**src/logic/mio_read_pkg.sv**
```systemverilog
// Constants and types shared by the multi-lane flash read front end.
// Assumes a single system clock domain; pins are synchronised before use.
`default_nettype none

package mio_read_pkg;

	// ---------------------------------------------------------------
	// Instruction codes
	// ---------------------------------------------------------------
	localparam logic [7:0] OP_QUAD_OUT      = 8'h6b;
	localparam logic [7:0] OP_QUAD_OUT_LONG = 8'h6c;
	localparam logic [7:0] OP_DUAL          = 8'hbb;
	localparam logic [7:0] OP_DUAL_LONG     = 8'hbc;
	localparam logic [7:0] OP_QUAD          = 8'heb;
	localparam logic [7:0] OP_QUAD_LONG     = 8'hec;

	// ---------------------------------------------------------------
	// Field sizes and codes
	// ---------------------------------------------------------------
	localparam logic [5:0] OPCODE_BITS    = 6'h08;
	localparam logic [5:0] MODE_BITS      = 6'h08;
	localparam logic [5:0] ADDR_BITS_SHORT = 6'h18;
	localparam logic [5:0] ADDR_BITS_LONG = 6'h20;
	localparam logic [3:0] BYTE_BITS      = 4'h8;
	localparam logic [3:0] CONT_NIBBLE    = 4'ha;
	localparam logic [2:0] LANES_SINGLE   = 3'h1;
	localparam logic [2:0] LANES_DUAL     = 3'h2;
	localparam logic [2:0] LANES_QUAD     = 3'h4;
	localparam logic [3:0] OE_OFF         = 4'hf;
	localparam logic [3:0] OE_DUAL        = 4'hc;
	localparam logic [3:0] OE_QUAD        = 4'h0;

	// ---------------------------------------------------------------
	// Types
	// ---------------------------------------------------------------
	typedef enum logic [2:0] {
		ST_IDLE, ST_CMD, ST_ADDR, ST_MODE, ST_DUMMY, ST_DATA, ST_IGNORE
	} phase_t;

	typedef enum logic [1:0] {RD_QUAD_OUT, RD_DUAL, RD_QUAD} read_kind_t;

endpackage : mio_read_pkg

`default_nettype wire

```
**src/logic/addr_step_if.sv**
```systemverilog
// Carrier between the read sequencer and its address counter.
// Assumes both ends run on the same clock.
`default_nettype none

interface addr_step_if #(
	parameter int ADDR_BITS = 23
);
	logic                 load;
	logic [ADDR_BITS-1:0] load_value;
	logic                 step;
	logic [ADDR_BITS-1:0] addr;

	modport owner   (output load, output load_value, output step, input addr);
	modport counter (input load, input load_value, input step, output addr);
endinterface : addr_step_if

`default_nettype wire

```
**src/logic/addr_counter.sv**
```systemverilog
// Read address counter: loads a start address, steps once per byte.
// Assumes load and step are never raised together.
`default_nettype none

module addr_counter
	import mio_read_pkg::*;
#(
	parameter int ADDR_BITS = 23
) (
	// Clock and reset
	input  wire logic   clock,
	input  wire logic   rstn,
	// Counter side of the carrier
	addr_step_if.counter aif
);
	localparam logic [ADDR_BITS-1:0] ADDR_MAX = '1;

	// The counter is exactly as wide as the array, so stepping past the
	// top address rolls back to zero.
	always_ff @(posedge clock or negedge rstn) begin
		if (!rstn) begin
			aif.addr <= '0;
		end else if (aif.load) begin
			aif.addr <= aif.load_value;
		end else if (aif.step) begin
			aif.addr <= ADDR_BITS'(aif.addr + 1'b1);
		end
	end
endmodule : addr_counter

`default_nettype wire

```
**src/logic/multi_io_flash_read.sv**
```systemverilog
// Command front end of a serial flash for quad-output, dual-lane and quad-lane reads.
// Assumes SCK high and low each last at least three clocks, and mem_rdata is valid
// one clock after mem_addr changes.
`default_nettype none

module multi_io_flash_read
	import mio_read_pkg::*;
#(
	parameter int ARRAY_ADDR_BITS = 23
) (
	// Clock and reset
	input  wire logic                       clock,
	input  wire logic                       rstn,
	// Serial pins
	input  wire logic                       sck,
	input  wire logic                       cs_n,
	input  wire logic [3:0]                 data_lanes_in,
	output logic      [3:0]                 data_lanes_out,
	output logic      [3:0]                 data_lanes_oe_n,
	// Configuration bits
	input  wire logic                       address_length_bit,
	input  wire logic                       quad_enable_bit,
	input  wire logic                       quad_peripheral_enable_bit,
	input  wire logic                       quad_peripheral_mode_active,
	input  wire logic [3:0]                 latency_code_field,
	input  wire logic                       mode_reset_pulse,
	// Array read port
	output logic      [ARRAY_ADDR_BITS-1:0] mem_addr,
	input  wire logic [7:0]                 mem_rdata,
	// Status
	output logic                            continuous_mode,
	output logic                            read_active
);
	// ---------------------------------------------------------------
	// Elaboration check
	// ---------------------------------------------------------------
	if (ARRAY_ADDR_BITS < 1 || ARRAY_ADDR_BITS > 32) begin : g_bad_width
		$error("ARRAY_ADDR_BITS must lie between 1 and 32");
	end

	// ---------------------------------------------------------------
	// Pin synchronisation and edge detection
	// ---------------------------------------------------------------
	logic [5:0] pins_s;
	logic       sck_prev;
	logic       cs_prev;

	pin_sync #(.WIDTH(6), .RESET_VALUE(6'h10)) u_pin_sync (
		.clock (clock),
		.rstn  (rstn),
		.pin   ({sck, cs_n, data_lanes_in}),
		.q     (pins_s)
	);

	wire       sck_s    = pins_s[5];
	wire       cs_s     = pins_s[4];
	wire [3:0] io_s     = pins_s[3:0];
	wire       sck_rise = sck_s && !sck_prev && !cs_s;
	wire       sck_fall = !sck_s && sck_prev && !cs_s;
	wire       cs_rise  = cs_s && !cs_prev;

	always_ff @(posedge clock or negedge rstn) begin
		if (!rstn) begin
			sck_prev <= 1'b0;
			cs_prev  <= 1'b1;
		end else begin
			sck_prev <= sck_s;
			cs_prev  <= cs_s;
		end
	end

	// ---------------------------------------------------------------
	// Sequencer state
	// ---------------------------------------------------------------
	phase_t     state,       next_state;
	read_kind_t kind,        next_kind;
	read_kind_t cont_kind;
	logic [5:0] bit_cnt,     next_bit_cnt;
	logic [3:0] dcnt,        next_dcnt;
	logic       long_addr,   next_long;
	logic       pending,     next_pending;
	logic       mode_done,   next_mode_done;
	logic       cont;
	logic [31:0] shift;
	logic [7:0] out_sh;
	logic [3:0] out_left;

	// ---------------------------------------------------------------
	// Input lane selection and decode
	// ---------------------------------------------------------------
	wire [2:0] in_width = (state == ST_CMD) ?
		(quad_peripheral_mode_active ? LANES_QUAD : LANES_SINGLE) :
		(kind == RD_DUAL) ? LANES_DUAL :
		(kind == RD_QUAD) ? LANES_QUAD : LANES_SINGLE;

	// New bits enter at the bottom, so the first bit ends up most significant.
	wire [31:0] shift_next = (in_width == LANES_QUAD) ? {shift[27:0], io_s} :
		(in_width == LANES_DUAL) ? {shift[29:0], io_s[1:0]} :
		{shift[30:0], io_s[0]};
	wire [5:0] cnt_sum = bit_cnt + {3'h0, in_width};
	wire [7:0] op      = shift_next[7:0];

	wire op_quad_out  = (op == OP_QUAD_OUT) || (op == OP_QUAD_OUT_LONG);
	wire op_dual      = (op == OP_DUAL) || (op == OP_DUAL_LONG);
	wire op_quad      = (op == OP_QUAD) || (op == OP_QUAD_LONG);
	wire op_long      = (op == OP_QUAD_OUT_LONG) || (op == OP_DUAL_LONG) ||
		(op == OP_QUAD_LONG);
	wire quad_allowed = quad_enable_bit || quad_peripheral_enable_bit;
	wire op_ok        = quad_peripheral_mode_active ? (op_quad && quad_allowed) :
		(op_quad_out || op_quad) ? quad_allowed : op_dual;
	wire read_kind_t op_kind = op_dual ? RD_DUAL : (op_quad ? RD_QUAD : RD_QUAD_OUT);
	wire [5:0] addr_len = long_addr ? ADDR_BITS_LONG : ADDR_BITS_SHORT;
	wire [31:0] addr_word = long_addr ? shift_next : {8'h00, shift_next[23:0]};
	wire addr_done   = (state == ST_ADDR) && sck_rise && (cnt_sum == addr_len);
	wire dummy_done  = (state == ST_DUMMY) && sck_fall && (dcnt == latency_code_field);
	wire frame_read  = (state == ST_ADDR) || (state == ST_MODE) ||
		(state == ST_DUMMY) || (state == ST_DATA);

	// ---------------------------------------------------------------
	// Phase sequencing
	// ---------------------------------------------------------------
	always_comb begin
		next_state     = state;
		next_kind      = kind;
		next_bit_cnt   = bit_cnt;
		next_dcnt      = dcnt;
		next_long      = long_addr;
		next_pending   = pending;
		next_mode_done = mode_done;
		if (cs_s) begin
			next_state = ST_IDLE;
		end else begin
			case (state)
				ST_IDLE: begin
					next_bit_cnt   = '0;
					next_dcnt      = '0;
					next_pending   = 1'b0;
					next_mode_done = 1'b0;
					next_kind      = cont_kind;
					next_state     = cont ? ST_ADDR : ST_CMD;
				end
				ST_CMD: begin
					if (sck_rise) begin
						next_bit_cnt = cnt_sum;
						if (cnt_sum == OPCODE_BITS) begin
							next_bit_cnt = '0;
							next_long    = op_long || address_length_bit;
							next_kind    = op_kind;
							next_state   = op_ok ? ST_ADDR : ST_IGNORE;
						end
					end
				end
				ST_ADDR: begin
					if (sck_rise) begin
						next_bit_cnt = cnt_sum;
						if (cnt_sum == addr_len) begin
							next_bit_cnt = '0;
							next_state = (kind == RD_QUAD_OUT) ? ST_DUMMY : ST_MODE;
						end
					end
				end
				ST_MODE: begin
					if (sck_rise) begin
						next_bit_cnt = cnt_sum;
						if (cnt_sum == MODE_BITS) begin
							// Only the upper nibble decides; the lower one may float.
							next_pending   = (shift_next[7:4] == CONT_NIBBLE);
							next_mode_done = 1'b1;
							next_state     = ST_DUMMY;
						end
					end
				end
				ST_DUMMY: begin
					// Lanes are not sampled here, so host drive is don't care.
					if (sck_fall) begin
						if (dcnt == latency_code_field) begin
							next_state = ST_DATA;
						end else begin
							next_dcnt = dcnt + 4'h1;
						end
					end
				end
				ST_DATA:   next_state = ST_DATA;
				ST_IGNORE: next_state = ST_IGNORE;
				default:   next_state = ST_IDLE;
			endcase
		end
	end

	always_ff @(posedge clock or negedge rstn) begin
		if (!rstn) begin
			state     <= ST_IDLE;
			kind      <= RD_QUAD_OUT;
			bit_cnt   <= '0;
			dcnt      <= '0;
			long_addr <= 1'b0;
			pending   <= 1'b0;
			mode_done <= 1'b0;
		end else begin
			state     <= next_state;
			kind      <= next_kind;
			bit_cnt   <= next_bit_cnt;
			dcnt      <= next_dcnt;
			long_addr <= next_long;
			pending   <= next_pending;
			mode_done <= next_mode_done;
		end
	end

	always_ff @(posedge clock or negedge rstn) begin
		if (!rstn) begin
			shift <= '0;
		end else if (state == ST_IDLE) begin
			shift <= '0;
		end else if (sck_rise && (state == ST_CMD || state == ST_ADDR || state == ST_MODE)) begin
			shift <= shift_next;
		end
	end

	// ---------------------------------------------------------------
	// Continuous read mode
	// ---------------------------------------------------------------
	// A deselect that cuts a read short before its mode byte leaves the
	// mode undefined, so continuous mode is dropped in that case.
	always_ff @(posedge clock or negedge rstn) begin
		if (!rstn) begin
			cont      <= 1'b0;
			cont_kind <= RD_DUAL;
		end else if (cs_rise && mode_done) begin
			cont      <= pending;
			cont_kind <= kind;
		end else if (cs_rise && frame_read) begin
			cont <= 1'b0;
		end else if (mode_reset_pulse) begin
			cont <= 1'b0;
		end
	end

	assign continuous_mode = cont;

	// ---------------------------------------------------------------
	// Data return
	// ---------------------------------------------------------------
	addr_step_if #(.ADDR_BITS(ARRAY_ADDR_BITS)) aif ();

	addr_counter #(.ADDR_BITS(ARRAY_ADDR_BITS)) u_addr_counter (
		.clock (clock),
		.rstn  (rstn),
		.aif   (aif.counter)
	);

	wire       data_fall = (state == ST_DATA) && sck_fall;
	wire       reload    = dummy_done || (data_fall && out_left == 4'h0);
	wire [7:0] out_src   = reload ? mem_rdata : out_sh;
	wire [3:0] out_w     = (kind == RD_DUAL) ? 4'h2 : 4'h4;
	wire [3:0] next_unit = (kind == RD_DUAL) ? {2'b00, out_src[7:6]} : out_src[7:4];
	wire [7:0] next_sh   = (kind == RD_DUAL) ? {out_src[5:0], 2'b00} : {out_src[3:0], 4'h0};
	wire [3:0] next_left = (reload ? BYTE_BITS : out_left) - out_w;

	assign aif.load       = addr_done;
	assign aif.load_value = addr_word[ARRAY_ADDR_BITS-1:0];
	assign aif.step       = reload;
	assign mem_addr       = aif.addr;

	always_ff @(posedge clock or negedge rstn) begin
		if (!rstn) begin
			data_lanes_out  <= '0;
			data_lanes_oe_n <= OE_OFF;
			out_sh          <= '0;
			out_left        <= '0;
		end else if (cs_s) begin
			data_lanes_oe_n <= OE_OFF;
		end else if (dummy_done || data_fall) begin
			data_lanes_out  <= next_unit;
			data_lanes_oe_n <= (kind == RD_DUAL) ? OE_DUAL : OE_QUAD;
			out_sh          <= next_sh;
			out_left        <= next_left;
		end
	end

	always_ff @(posedge clock or negedge rstn) begin
		if (!rstn) begin
			read_active <= 1'b0;
		end else begin
			read_active <= (next_state == ST_DATA);
		end
	end
endmodule : multi_io_flash_read

`default_nettype wire

```
**src/logic/pin_sync.sv**
```systemverilog
// Two-stage synchroniser for pin inputs.
// Assumes inputs are asynchronous to clock; only the second stage is used.
`default_nettype none

module pin_sync #(
	parameter int               WIDTH       = 1,
	parameter logic [WIDTH-1:0] RESET_VALUE = '0
) (
	// Clock and reset
	input  wire logic             clock,
	input  wire logic             rstn,
	// Pins and synchronised copy
	input  wire logic [WIDTH-1:0] pin,
	output logic      [WIDTH-1:0] q
);
	logic [WIDTH-1:0] stage1;

	always_ff @(posedge clock or negedge rstn) begin
		if (!rstn) begin
			stage1 <= RESET_VALUE;
			q      <= RESET_VALUE;
		end else begin
			stage1 <= pin;
			q      <= stage1;
		end
	end
endmodule : pin_sync

`default_nettype wire

```
**config.mk**
```make
export PLATFORM = sky130hd
export DESIGN_NAME = multi_io_flash_read
export DESIGN_NICKNAME = d
export VERILOG_FILES = /design/src/logic/mio_read_pkg.sv /design/src/logic/addr_step_if.sv /design/src/logic/addr_counter.sv /design/src/logic/multi_io_flash_read.sv /design/src/logic/pin_sync.sv
export SDC_FILE = /design/constraint.sdc
export NUM_CORES = 1
export LEC_CHECK = 0
export BUFFER_PORTS_ARGS = -buffer_cell sky130_fd_sc_hd__buf_2
export CAP_MARGIN = 20
export CORE_MARGIN = 8
export CORE_UTILIZATION = 55
export DETAILED_ROUTE_END_ITERATION = 8
export GPL_TIMING_DRIVEN = 0
export PLACE_DENSITY = 0.83
export SYNTH_ARGS = -nofsm -noshare
export SYNTH_HDL_FRONTEND = slang
export SYNTH_HIERARCHICAL = 1
export SYNTH_SLANG_ARGS = --single-unit
```
**constraint.sdc**
```tcl
create_clock -name clock -period 5.35 [get_ports clock]
set_input_delay 1.605 -clock clock [delete_from_list [all_inputs] [get_ports clock]]
set_output_delay 1.605 -clock clock [all_outputs]
set_load 0.02 [all_outputs]
```
Yosys cells after proc, flatten, opt, wreduce, memory -nomap -nowiden. Index checks and enable logic that the tools add are counted.

$add $sub $neg: 4. $mul: 0. Divide/modulo/power cells: 0. $lt $le $gt $ge: 0. Equal/unequal tests: 28. Shift operators: 0. Muxes and demuxes: 57. Bitwise logic cells: 1. Reduce and logical (&&, ||, !) cells: 51.

Operators with widths (count): 23-bit 2-to-1 mux (4); 3-bit 2-to-1 mux (16); 22-bit 2-to-1 mux (2); 6-bit 2-to-1 mux (6); 8-bit equality test (second input constant) (4); 4-bit 2-to-1 mux (7); 6-bit one-hot mux with 4 select lines (1); 23-bit by 1-bit adder with 23-bit output (second input constant) (1); 3-bit one-hot mux with 7 select lines (1); 8-bit by 7-bit equality test with 1-bit output (second input constant) (2); 8-bit 2-to-1 mux (2); 4-bit AND reduction (4); 3-bit equality test (second input constant) (5); 1-bit logical AND (15); 1-bit logical OR (15); 2-bit inequality test (second input constant) (7); 2-bit nonzero test (6); 2-bit 2-to-1 mux (5); 3-bit by 2-bit equality test with 1-bit output (second input constant) (3); 1-bit 2-to-1 mux (9); 4-bit one-hot mux with 2 select lines (1); 6-bit by 3-bit adder with 6-bit output (1); 6-bit by 4-bit equality test with 1-bit output (second input constant) (1); 6-bit equality test (1); 18 further kinds (22).

Register bits after elaboration: 101. Latch bits: 0. Memory bits (writable): 0. Bits in read-only memories: 0. Input port bits: 25. Output and inout port bits: 33. Word-level logic and storage cells: 161. Memories: 0.

Longest topological paths before layout. Gate-level depths: netlist (run 1).

Depth in word-level cells: 18. Mapped depth: 18. Gate-level depth less buffers: 14.

Hierarchy. The synthesis (run 1) kept the hierarchy.

Modules (own cells, without submodules): multi_io_flash_read (instances 1, cells each 411, area an instance 3777.4 µm², sequential area each 1531.5 µm²); addr_counter (instances 1, cells each 150, area an instance 1311.3 µm², sequential area each 575.6 µm²); pin_sync (instances 1, cells each 12, area an instance 302.8 µm², sequential area each 302.8 µm²).

Least setup slack after synthesis (run 1). Ideal clock, no wire load.

Path kind: input-to-reg. From: input quad_peripheral_mode_active. To: register u_addr_counter.aif.addr[14]. Setup time: 0.129 ns. Arrival: 4.509 ns. Required time: 5.221 ns. Path slack: 0.713 ns. Stages on the path: 15. Path buffers: 2. Path through: and4bb_2 > a21oi_1 > ha_1 > fa_1 > a21oi_1 > xnor2_1 > nor4_1 > a311oi_1 > a2111o_1 > nor2_1 > clkbuf_1 > clkinv_1 > clkbuf_1 > o211ai_1 > nand3_1.

Word-level cells in the longest chain between the ends: 6. Elaborated cells on any way between the ends: 11. Those cells by class: 1 x add/sub; 3 x eq/ne; 5 x mux; 2 x reduce/logical.

Ends and longest elaborated chain: start: declaration (RTL line multi_io_flash_read.sv:24) `input wire logic quad_peripheral_mode_active,`; 3-bit 2-to-1 mux * (RTL line multi_io_flash_read.sv:92) `(quad_peripheral_mode_active ? LANES_QUAD : LANES_SINGLE) :`; 3-bit 2-to-1 mux * (RTL line multi_io_flash_read.sv:91) `wire [2:0] in_width = (state == ST_CMD) ?`; 6-bit by 3-bit adder with 6-bit output * (RTL line multi_io_flash_read.sv:100) `wire [5:0] cnt_sum = bit_cnt + {3'h0, in_width};`; 6-bit equality test * (RTL line multi_io_flash_read.sv:114) `wire addr_done = (state == ST_ADDR) && sck_rise && (cnt_sum == addr_len);`; 1-bit logical AND * (RTL line multi_io_flash_read.sv:114); via addr_done (RTL line multi_io_flash_read.sv:114); 23-bit 2-to-1 mux or 2-bit nonzero test (tied branches); end signal: assignment (RTL line addr_counter.sv:24) `aif.addr <= aif.load_value;`; end signal: assignment (RTL line addr_counter.sv:26) `aif.addr <= ADDR_BITS'(aif.addr + 1'b1);`; end: declaration (RTL line addr_step_if.sv:14) `modport counter (input load, input load_value, input step, output addr);`.

The timed path passes the listed nets; every way through them passes the cells marked *. A chain may end at the register's enable or synchronous reset.

Worst setup path after layout (run 1).
From: input quad_peripheral_mode_active. To: register u_addr_counter.aif.addr[17].

Same word-level chain as after synthesis.

==> results of run 1 <==
-- worst max-delay path by stage --
| stage | to | slack (ns) | cells past startpoint |
|---|---|---|---|
| 6_report | u_addr_counter/aif.addr[17] | 0.27 | 16 |
| 5_1_grt | u_addr_counter/aif.addr[10] | 0.01 | 16 |
| 4_1_cts | u_addr_counter/aif.addr[8] | 0.20 | 16 |
| 3_5_place_dp | u_addr_counter/aif.addr[8] | -0.15 | 16 |
| 3_3_place_gp | u_addr_counter/aif.addr[8] | -0.03 | 16 |
| 2_1_floorplan | u_addr_counter/aif.addr[14] | 0.71 | 15 |
-- per-stage QoR --
stage | TNS [ns] | setup slack [ns]
after detailed placement | -1.010 | -0.1493
final | 0 | 0.2673
after floorplan | 0 | 0.7126
after global routing | 0 | 0.01006
after global placement | -0.04475 | -0.03056
after CTS | 0 | 0.2047
-- cells in the mapped netlist (5+ instances only) --
| cell | n | share of area |
|---|---|---|
| xnor2_1 | 9 | 0.015 |
| nand4_1 | 7 | 0.0081 |
| nand2_1 | 63 | 0.044 |
| o21ai_0 | 40 | 0.037 |
| a21oi_1 | 23 | 0.021 |
| o31ai_1 | 8 | 0.011 |
| a22o_1 | 23 | 0.037 |
| inv_1 | 18 | 0.013 |
| nor3_1 | 11 | 0.010 |
| mux2_2 | 10 | 0.021 |
| nand2b_1 | 6 | 0.0070 |
| mux2i_1 | 24 | 0.045 |
| or4_1 | 11 | 0.015 |
| ha_1 | 9 | 0.021 |
| dfrtp_1 | 90 | 0.42 |
| buf_2 | 6 | 0.0056 |
| xor2_1 | 10 | 0.016 |
| nor2_1 | 44 | 0.031 |
| or2_2 | 5 | 0.0058 |
| dfstp_2 | 6 | 0.029 |
| nand3_1 | 31 | 0.029 |
| clkbuf_1 | 19 | 0.013 |
| a31oi_1 | 12 | 0.014 |
| o211ai_1 | 10 | 0.014 |
-- state kept, by name, summed over array words and instances (netlist names), 2 cells and up --
register                 count
bit_cnt                      6
out_sh                       6
cont_kind                    2
u_pin_sync/q                 6
out_left                     3
state                        3
u_pin_sync/stage1            6
kind                         2
data_lanes_oe_n              2
dcnt                         4
u_addr_counter/aif.addr     23
data_lanes_out               4
shift                       22
-- cells by family after synthesis --
logic type      after synthesis  synth area share
compound gates              149            0.1896
xor+xnor                     19           0.03087
fa+ha+maj                    11           0.02831
buf+inv                      53           0.04247
flops                        96            0.4470
mux                          34           0.06544
simple gates                211            0.1963
-- layout by cell type (no fill, tap or decap), drive strengths merged, types with 23 or more instances in the layout --
master  synthesis  final
a21oi          23     23
a22o           23     23
buf            14     73
clkbuf         19     28
dfrtp          90     90
mux2i          24     24
nand2          63     63
nand3          31     31
nor2           44     44
o21ai          41     41
-- layout make-up --
class / count / share of cell area
inverters: 20 / 0.01236
flip-flops and latches: 96 / 0.3968
plain buffers: 33 / 0.02555
well taps: 133 / 0.02740
multi-input cells: 424 / 0.4532
repair buffers: 59 / 0.05274
clock inverters: 7 / 0.01154
clock buffers: 9 / 0.02040
-- power by group through the flow --
stage	Clock [mW]	Sequential [mW]	Combinational [mW]
floorplan	0	0.755	0.0642
global placement	0	0.756	0.105
detailed placement	0	0.757	0.112
CTS	0.493	0.743	0.112
global route	0.529	0.744	0.125
finish	0.486	0.743	0.112
-- routing by layer --
metal  global-route usage  up-vias  wire length, µm
met5                    0        -                0
met4              0.09720        0              437
met3              0.04832       45              878
met2               0.3324      218             6374
met1               0.2719     2289             5792
li1                     -     2240                -
-- what timing repair did --
action | CTS | global route
resized for setup | 0 | 3
buffers inserted | 0 | 0
endpoints found under the setup margin | 0 | 8
==> results.json, run 1 <==
{
  "worst_setup_path_start_kind": "input port",
  "dp_hpwl_mm": 9.869,
  "ios": 58,
  "fin_util": 0.6301,
  "rows": 36,
  "ys_seq_area_frac": 0.4470,
  "die_area_um2": 13230,
  "whs_endpoint": "u_pin_sync/q[3]",
  "cts_tree": "built",
  "critPathKind": "input port to register",
  "slew_headroom": 0.4370,
  "grt_max_degree": 74,
  "multi_input_area_um2": 2753,
  "hold_path.class": "register to register",
  "hold_ws_ns": 0.3560,
  "status": "finished clean",
  "wl_per_cell_um": 17.26,
  "first_pass_iters": 5,
  "fill_cells": 831,
  "clock-skew-final_ns": 0.01472,
  "clockBufferDepth": 2,
  "yosys_register_bits": 96,
  "cts_max_level": 3,
  "placedCellCount": 765,
  "ctsHoldBuffers": 0,
  "synth_edf_count": 0,
  "cp-startpoint": "quad_peripheral_mode_active",
  "cpMaxStageDelayCell": "a2111o_1",
  "areaGrowthSynthToFinish_pct": 12.65,
  "hp-start": "u_pin_sync/stage1[3]",
  "slew_violations": 0,
  "maxCapViolations": 0,
  "final_area_um2": 6073,
  "fp.dieW_um": 115.0,
  "dieHeight_um": 115.0,
  "initial_core_util": 0.5593,
  "synthDistinctLibCells": 63,
  "dpl_cell_area_um2": 5878,
  "finalCriticalPeriod_ns": 5.083,
  "p_comb_frac": 0.084,
  "clkTransAtPathRegs_ns": 0.10,
  "fp.coreArea_um2": 9639,
  "cts_buffers": 9,
  "layoutNonFillerInstCount": 781,
  "pwr-share-clk": 0.362,
  "drc": 0,
  "rsz0062_at_grt": "false",
  "p_leak_nw": 2.709,
  "cp_data_required_time_ns": 5.67,
  "grt-ovfl-total": 0,
  "first_global_vias": 4712,
  "cts.sinks": 96,
  "crit_path_max_fanout": 10,
  "drt_iter0_drc": 481,
  "antenna_found_initial": 0,
  "insertion_delay_ns": 0.38,
  "arrival_ns": 5.40,
  "grt_usage": 0.2115,
  "power.share.sequential": 0.554,
  "crit-reg2reg-capture": "u_addr_counter/aif.addr[17]",
  "reg2reg_slack_ns": 0.63,
  "crit_family": "buffers and inverters",
  "drt-vias-per-instance": 6.136,
  "hold_path_depth": 0,
  "port_buffers": 57,
  "postSynthAreaPerCell_um2": 9.409,
  "num_vias": 4792,
  "diodes": 0,
  "min_period_over_period": 0.9500,
  "root_buffer": "clkbuf_8",
  "setup_violations": 0,
  "power_density_nw_per_um2": 220.8,
  "grt_pass1_wl_mm": 22.45,
  "cp_slowest_stage_delay_ns": 0.50,
  "rr_worst_depth": 17,
  "synth_area_um2": 5391,
  "p_int_uw": 988.3,
  "syn_inst": 573,
  "tightest_slew_ns": 0.8367,
  "wl_mm": 13.48,
  "ys.flop_type": "dfrtp_1",
  "synth_nets": 609,
  "peakVddDrop_mv": 0.1797,
  "hold_viol_final": 0,
  "fmax_mhz": 196.7,
  "yosys_warnings": 6,
  "final_antenna_net_count": 0,
  "total_power_mw": 1.341,
  "p_switching_uw": 353.0,
  "r2r-start": "state[0]",
  "worst-path-buf-inv": 4,
  "end_kind": "register",
  "swShare": 0.2632,
  "nets": 679,
  "synthArstFlopShare": 1.000,
  "ff_latch_area_um2": 2410,
  "place_congestion": 0.9363,
  "final_layout_size_suffix_gt1_frac": 0.1744,
  "cp_cell_sequence": "buf_2, and4bb_2, a21oi_1, ha_1, fa_1, a21oi_1, xnor2_1, nor4_1, a311oi_1, a2111o_1, nor2_1, clkbuf_1, clkbuf_1, clkbuf_2, nand2_1, nand3_1"
}
Power figures use the tool's default switching activity.
==> inputs of run 2 (changes only) <==
--- a/config.mk
+++ b/config.mk
@@ -9,6 +9,7 @@
 export CAP_MARGIN = 20
 export CORE_MARGIN = 8
 export CORE_UTILIZATION = 55
+export CTS_CLUSTER_SIZE = 16
 export DETAILED_ROUTE_END_ITERATION = 8
 export GPL_TIMING_DRIVEN = 0
 export PLACE_DENSITY = 0.83
==> constraint.sdc (replaced) <==
create_clock -name clock -period 5.35 [get_ports clock]
set_input_delay 0.2675 -clock clock [delete_from_list [all_inputs] [get_ports clock]]
set_output_delay 0.2675 -clock clock [all_outputs]
set_load 0.02 [all_outputs]
==> run 2 against run 1 <==
  * Die area unchanged
  * Power rose by 0.34%
  * Setup slack better by 0.22 ns
  * Final cell count up 0.90%
  * Worst hold slack worse by 0.29 ns
  * Non-clock buffer count grew 7
  * Combinational power is 4% higher
  * Clock power is essentially flat
==> results.json, run 2 (synthesized netlist as in run 1, its figures left out) <==
{
  "arrival_ns": 5.18,
  "antenna_found_initial": 0,
  "rsz0062_at_grt": "false",
  "drt_iter0_drc": 460,
  "grt_max_degree": 74,
  "use_met2": 0.3375,
  "maxCapViolations": 0,
  "setup_violations": 0,
  "final_cell_mix": "90 x dfrtp_1, 63 x buf_2, 63 x nand2_1, 44 x nor2_1, 40 x o21ai_0",
  "fp.dieW_um": 115.0,
  "final_area_um2": 6142,
  "final_common_cell": "dfrtp_1",
  "fin_util": 0.6372,
  "num_vias": 4799,
  "drc": 0,
  "cts_max_level": 3,
  "wl_mm": 13.58,
  "wl_per_cell_um": 17.23,
  "rows": 36,
  "nets": 686,
  "hp-start": "mode_reset_pulse",
  "dp_slack_ns": 0.6395,
  "diodes": 0,
  "placedCellCount": 765,
  "insertion_delay_ns": 0.38,
  "ff_latch_area_um2": 2410,
  "cts.sinks": 96,
  "clockBufferDepth": 2,
  "clock-skew-final_ns": 0.01674,
  "tightest_slew_ns": 0.8373,
  "areaGrowthSynthToFinish_pct": 13.92,
  "fmax_mhz": 205.6,
  "p_leak_nw": 2.734,
  "reg_top3": "u_addr_counter/aif.addr x23, shift x22",
  "cts_tree": "built",
  "hold_path.class": "input port to register",
  "dieHeight_um": 115.0,
  "cts_setup_buffers": 0,
  "final_antenna_net_count": 0,
  "worst_setup_path_start_kind": "register",
  "fin_ws_ns": 0.4867,
  "port_buffers": 57,
  "first_pass_iters": 6,
  "first_global_vias": 4725,
  "min_period_over_period": 0.9090,
  "place_congestion": 0.9363,
  "multi_input_area_um2": 2753,
  "slew_headroom": 0.4398,
  "status": "finished clean",
  "peakVddDrop_mv": 0.1800,
  "power_density_nw_per_um2": 219.1,
  "cp-startpoint": "state[0]",
  "ctsHoldBuffers": 6,
  "top_register": "u_addr_counter/aif.addr",
  "total_power_mw": 1.346,
  "ios": 58,
  "layoutNonFillerInstCount": 788,
  "grt_pass1_wl_mm": 22.64,
  "drt-vias-per-instance": 6.090,
  "largest_reg_flops": 23,
  "final_layout_size_suffix_gt1_frac": 0.1695,
  "dpl_cell_area_um2": 5878,
  "crit_path_max_fanout": 10,
  "grt-ovfl-total": 0,
  "clkTransAtPathRegs_ns": 0.10,
  "r2r-start": "state[0]",
  "initial_core_util": 0.5593,
  "hold_ws_ns": 0.06731,
  "use_met3": 0.03992,
  "cp_data_required_time_ns": 5.66,
  "top_usage_layer": "met2",
  "gr-usage-met1": 0.2748,
  "root_buffer": "clkbuf_8",
  "finalCriticalPeriod_ns": 4.863,
  "die_area_um2": 13230,
  "hold_viol_final": 0,
  "grt_usage": 0.2125,
  "fp.coreArea_um2": 9639,
  "cts_buffers": 9,
  "tns_ns": 0,
  "dp_hpwl_mm": 9.869,
  "end_kind": "register",
  "slew_violations": 0,
  "fill_cells": 817,
  "critPathKind": "register to register",
  "ctsResizeCount": 0
}
==> run 2: cell type report <==
class                   instances  share of cell area
plain buffers                  33             0.02506
clock buffers                   9             0.02017
clock inverters                 7             0.01141
inverters                      20             0.01222
multi-input cells             424              0.4482
flip-flops and latches         96              0.3923
well taps                     133             0.02709
repair buffers                 66             0.06356
==> run 2: final timing paths <==
path | end | slack, ns | cells after the start
worst max register to register | u_addr_counter/aif.addr[17] | 0.49 | 17
worst min-delay path | continuous_mode | 0.07 | 2
max in group asynchronous | cont_kind[0] | 4.30 | 3
min in group asynchronous | bit_cnt[3] | 0.34 | 2
worst max-delay path | u_addr_counter/aif.addr[17] | 0.49 | 17
worst min register to register | u_pin_sync/q[3] | 0.36 | 0
==> run 2: routing by layer <==
metal / vias up / part of all wire
met4: 0 / 0.026
met5: - / 0
met3: 35 / 0.061
li1: 2255 / -
met1: 2323 / 0.43
met2: 186 / 0.48
==> run 2: power by group <==
| part | total [mW] | switching [mW] | internal [mW] | leakage (nW) |
|---|---|---|---|---|
| clock network | 0.487 | 0.270 | 0.216 | 0.0994 |
| logic | 0.116 | 0.0766 | 0.0399 | 1.35 |
| registers | 0.743 | 0.00715 | 0.736 | 1.29 |
| total | 1.35 | 0.354 | 0.992 | 2.73 |
==> run 2: worst max-delay path, cell delays in order, from the launching register on <==
cell      delay, ns
dfrtp_1        0.47
or3b_1         0.19
buf_2          0.17
clkbuf_1       0.39
a21oi_1        0.14
ha_1           0.21
fa_1           0.42
a21oi_1        0.29
xnor2_1        0.10
nor4_1         0.17
a311oi_1       0.11
a2111o_1       0.50
nor2_1         0.23
clkbuf_1       0.34
clkbuf_1       0.39
clkbuf_1       0.42
nand2_1        0.15
nand3_1        0.10
==> inputs of run 3 (changes only) <==
--- a/config.mk
+++ b/config.mk
@@ -15,5 +15,4 @@
 export PLACE_DENSITY = 0.83
 export SYNTH_ARGS = -nofsm -noshare
 export SYNTH_HDL_FRONTEND = slang
-export SYNTH_HIERARCHICAL = 1
 export SYNTH_SLANG_ARGS = --single-unit
==> run 3 against run 2 <==
  * Maximum frequency rose by 11%
  * Wire length up 4.1%
  * Clock power decreased by 0.8%
  * Combinational power grew 53%
  * Critical path type unchanged
  * Largest power group unchanged
==> results.json, run 3 <==
{
  "synthDistinctLibCells": 76,
  "peakVddDrop_mv": 0.1440,
  "synth_nets": 642,
  "dp_slack_ns": 1.072,
  "ios": 58,
  "initial_core_util": 0.5664,
  "power.share.sequential": 0.534,
  "synthTopCellsByArea": "dfrtp_1 41%, nand2_1 7.0%, o21ai_0 3.3%",
  "synth_top_family_by_area": "compound AO/OA/AOI/OAI gates",
  "fill_cells": 823,
  "fin_ws_ns": 0.9621,
  "dpl_cell_area_um2": 5992,
  "critPathKind": "register to register",
  "dp_hpwl_mm": 10.33,
  "yosys_warnings": 0,
  "rsz0062_at_grt": "false",
  "swShare": 0.2705,
  "drt-vias-per-instance": 6.139,
  "grt_usage": 0.2156,
  "arrival_ns": 4.69,
  "post-synth-top-count-cell": "nand2_1",
  "reg_top3": "u_addr_counter.aif.addr x23, shift x22",
  "crit-reg2reg-capture": "u_addr_counter.aif.addr[14]",
  "status": "finished clean",
  "finalCriticalPeriod_ns": 4.388,
  "slew_headroom": 0.4726,
  "yosys.area.top_type": "dfrtp_1",
  "wl_mm": 14.13,
  "multi_input_area_um2": 2841,
  "synthTopCellsByCount": "103 x nand2_1, 90 x dfrtp_1, 42 x nor2_1, 36 x o21ai_0, 29 x a21oi_1",
  "min_period_over_period": 0.8202,
  "syn_inst": 605,
  "num_vias": 5022,
  "r2r-start": "state[2]",
  "hp-start": "mode_reset_pulse",
  "hold_viol_final": 0,
  "hold_path.class": "input port to register",
  "rows": 36,
  "hold_ws_ns": 0.1366,
  "port_buffers": 57,
  "clock-skew-final_ns": 0.01647,
  "ff_latch_area_um2": 2410,
  "postSynthAreaPerCell_um2": 9.108,
  "worst_setup_path_start_kind": "register",
  "synth_top_area_frac": 0.4087,
  "fp.coreArea_um2": 9729,
  "cp_data_required_time_ns": 5.65,
  "synth-simple-area-share": 0.2062,
  "synth-xor-area-share": 0.02702,
  "end_kind": "register",
  "place_congestion": 0.9113,
  "clkTransAtPathRegs_ns": 0.10,
  "synth-compound-area-share": 0.2139,
  "insertion_delay_ns": 0.38,
  "yosys.area_share.adder": 0.02997,
  "maxCapViolations": 0,
  "diodes": 0,
  "final_cell_mix": "103 x nand2_1, 90 x dfrtp_1, 65 x buf_2, 42 x nor2_1, 36 x o21ai_0",
  "grt-ovfl-total": 0,
  "first_global_vias": 4703,
  "cts_max_level": 3,
  "largest_reg_flops": 23,
  "placedCellCount": 796,
  "final_area_um2": 6256,
  "yosys_register_bits": 96,
  "ys.flop_type": "dfrtp_1",
  "synth_area_um2": 5510,
  "rr_worst_depth": 15,
  "p_switching_uw": 383.6,
  "root_buffer": "clkbuf_8",
  "p_comb_frac": 0.125,
  "slew_violations": 0,
  "die_area_um2": 13480,
  "power_density_nw_per_um2": 226.7,
  "layoutNonFillerInstCount": 818,
  "grt_max_degree": 50,
  "cts_tree": "built",
  "wl_per_cell_um": 17.27,
  "clockBufferDepth": 2,
  "fp.dieW_um": 116.1,
  "setup_violations": 0,
  "tns_ns": 0,
  "pwr-share-clk": 0.340,
  "crit_path_max_fanout": 10,
  "final_antenna_net_count": 0,
  "areaGrowthSynthToFinish_pct": 13.53,
  "whs_endpoint": "continuous_mode",
  "dieHeight_um": 116.1,
  "final_common_cell": "nand2_1",
  "drt_iter0_drc": 586,
  "synthArstFlopShare": 1.000,
  "synth_edf_count": 0,
  "fmax_mhz": 227.9,
  "tightest_slew_ns": 0.7851,
  "p_leak_nw": 2.756,
  "final_layout_size_suffix_gt1_frac": 0.1737,
  "drc": 0,
  "top_register": "u_addr_counter.aif.addr",
  "synth_mux_area_frac": 0.03860,
  "cts_buffers": 9,
  "reg2reg_slack_ns": 0.96,
  "antenna_found_initial": 0,
  "nets": 718,
  "cts.sinks": 96,
  "hold_path_depth": 3,
  "ys_seq_area_frac": 0.4373,
  "first_pass_iters": 5,
  "grt_pass1_wl_mm": 23.19,
  "p_int_mw": 1.034
}
[run 3: changes by cell type after synthesis, sizes merged, moves of 8 or more]
cell,before,now
nand2,63,104
nand3b,2,12
mux2i,24,10
nand3,31,17
a22o,23,15
o21ai,41,52
or4,12,0
[run 3: layout make-up]
type	count	share of cell area
Clock buffer	10	0.02200
Sequential cell	96	0.3852
Tap cell	133	0.02660
Buffer	35	0.03000
Inverter	19	0.01140
Clock inverter	5	0.009000
Multi-Input combinational cell	455	0.4542
Timing Repair Buffer	65	0.06160
[run 3: per-stage QoR]
stage                     utilization  total power, mW
after floorplan                     -           0.8791
after global placement         0.6128           0.9330
after detailed placement       0.6159           0.9406
after CTS                      0.6430            1.423
after global routing           0.6430            1.475
final                          0.6430            1.418
[run 3: worst max path at each step]
stage | start | to | slack (ns)
floorplan | state[2] | u_addr_counter.aif.addr[13] | 1.71
global placement | state[2] | u_addr_counter.aif.addr[7] | 1.18
detailed placement | state[2] | u_addr_counter.aif.addr[7] | 1.07
CTS | state[2] | u_addr_counter.aif.addr[7] | 1.06
global route | state[2] | u_addr_counter.aif.addr[7] | 0.69
finish | state[2] | u_addr_counter.aif.addr[14] | 0.96
[run 3: power by group through the flow]
stage          Sequential (mW)  Combinational (mW)  Clock, mW
6_report                 0.758               0.178      0.483
5_1_grt                  0.760               0.196      0.520
4_1_cts                  0.757               0.175      0.491
3_5_place_dp             0.771               0.170          0
3_3_place_gp             0.770               0.163          0
2_1_floorplan            0.768               0.111          0
[run 3: what timing repair did]
| action | CTS | global route |
|---|---|---|
| resized for setup | 0 | 0 |
| hold endpoints to repair | 53 | 0 |
| hold buffers | 7 | 0 |
| buffers inserted | 0 | 0 |
[run 3: per-layer routing]
layer	wire length, µm	GRT usage	share of wire
met1	6376	0.3058	0.45
met2	6373	0.3299	0.45
met3	1146	0.03671	0.081
met4	234	0.06482	0.017
met5	0	0	0
[run 3: cell families after synthesis]
kind of cell	Yosys count
multiplexers	20
AO/OA/AOI/OAI	174
adder cells (fa/ha/maj)	12
buffers and inverters	54
AND/OR/NAND/NOR	232
flip-flops	96
XOR/XNOR	17
[run 3: worst max-delay path, stage by stage, from the launching register on]
cell      delay (ns)
dfrtp_1         0.37
buf_4           0.16
or3b_1          0.40
buf_6           0.16
a21boi_0        0.20
ha_1            0.23
inv_1           0.06
fa_1            0.39
xnor2_1         0.18
nor4bb_1        0.65
nand2_1         0.16
a41o_1          0.36
nor2_1          0.48
buf_2           0.30
nand2_1         0.12
o21ai_1         0.10
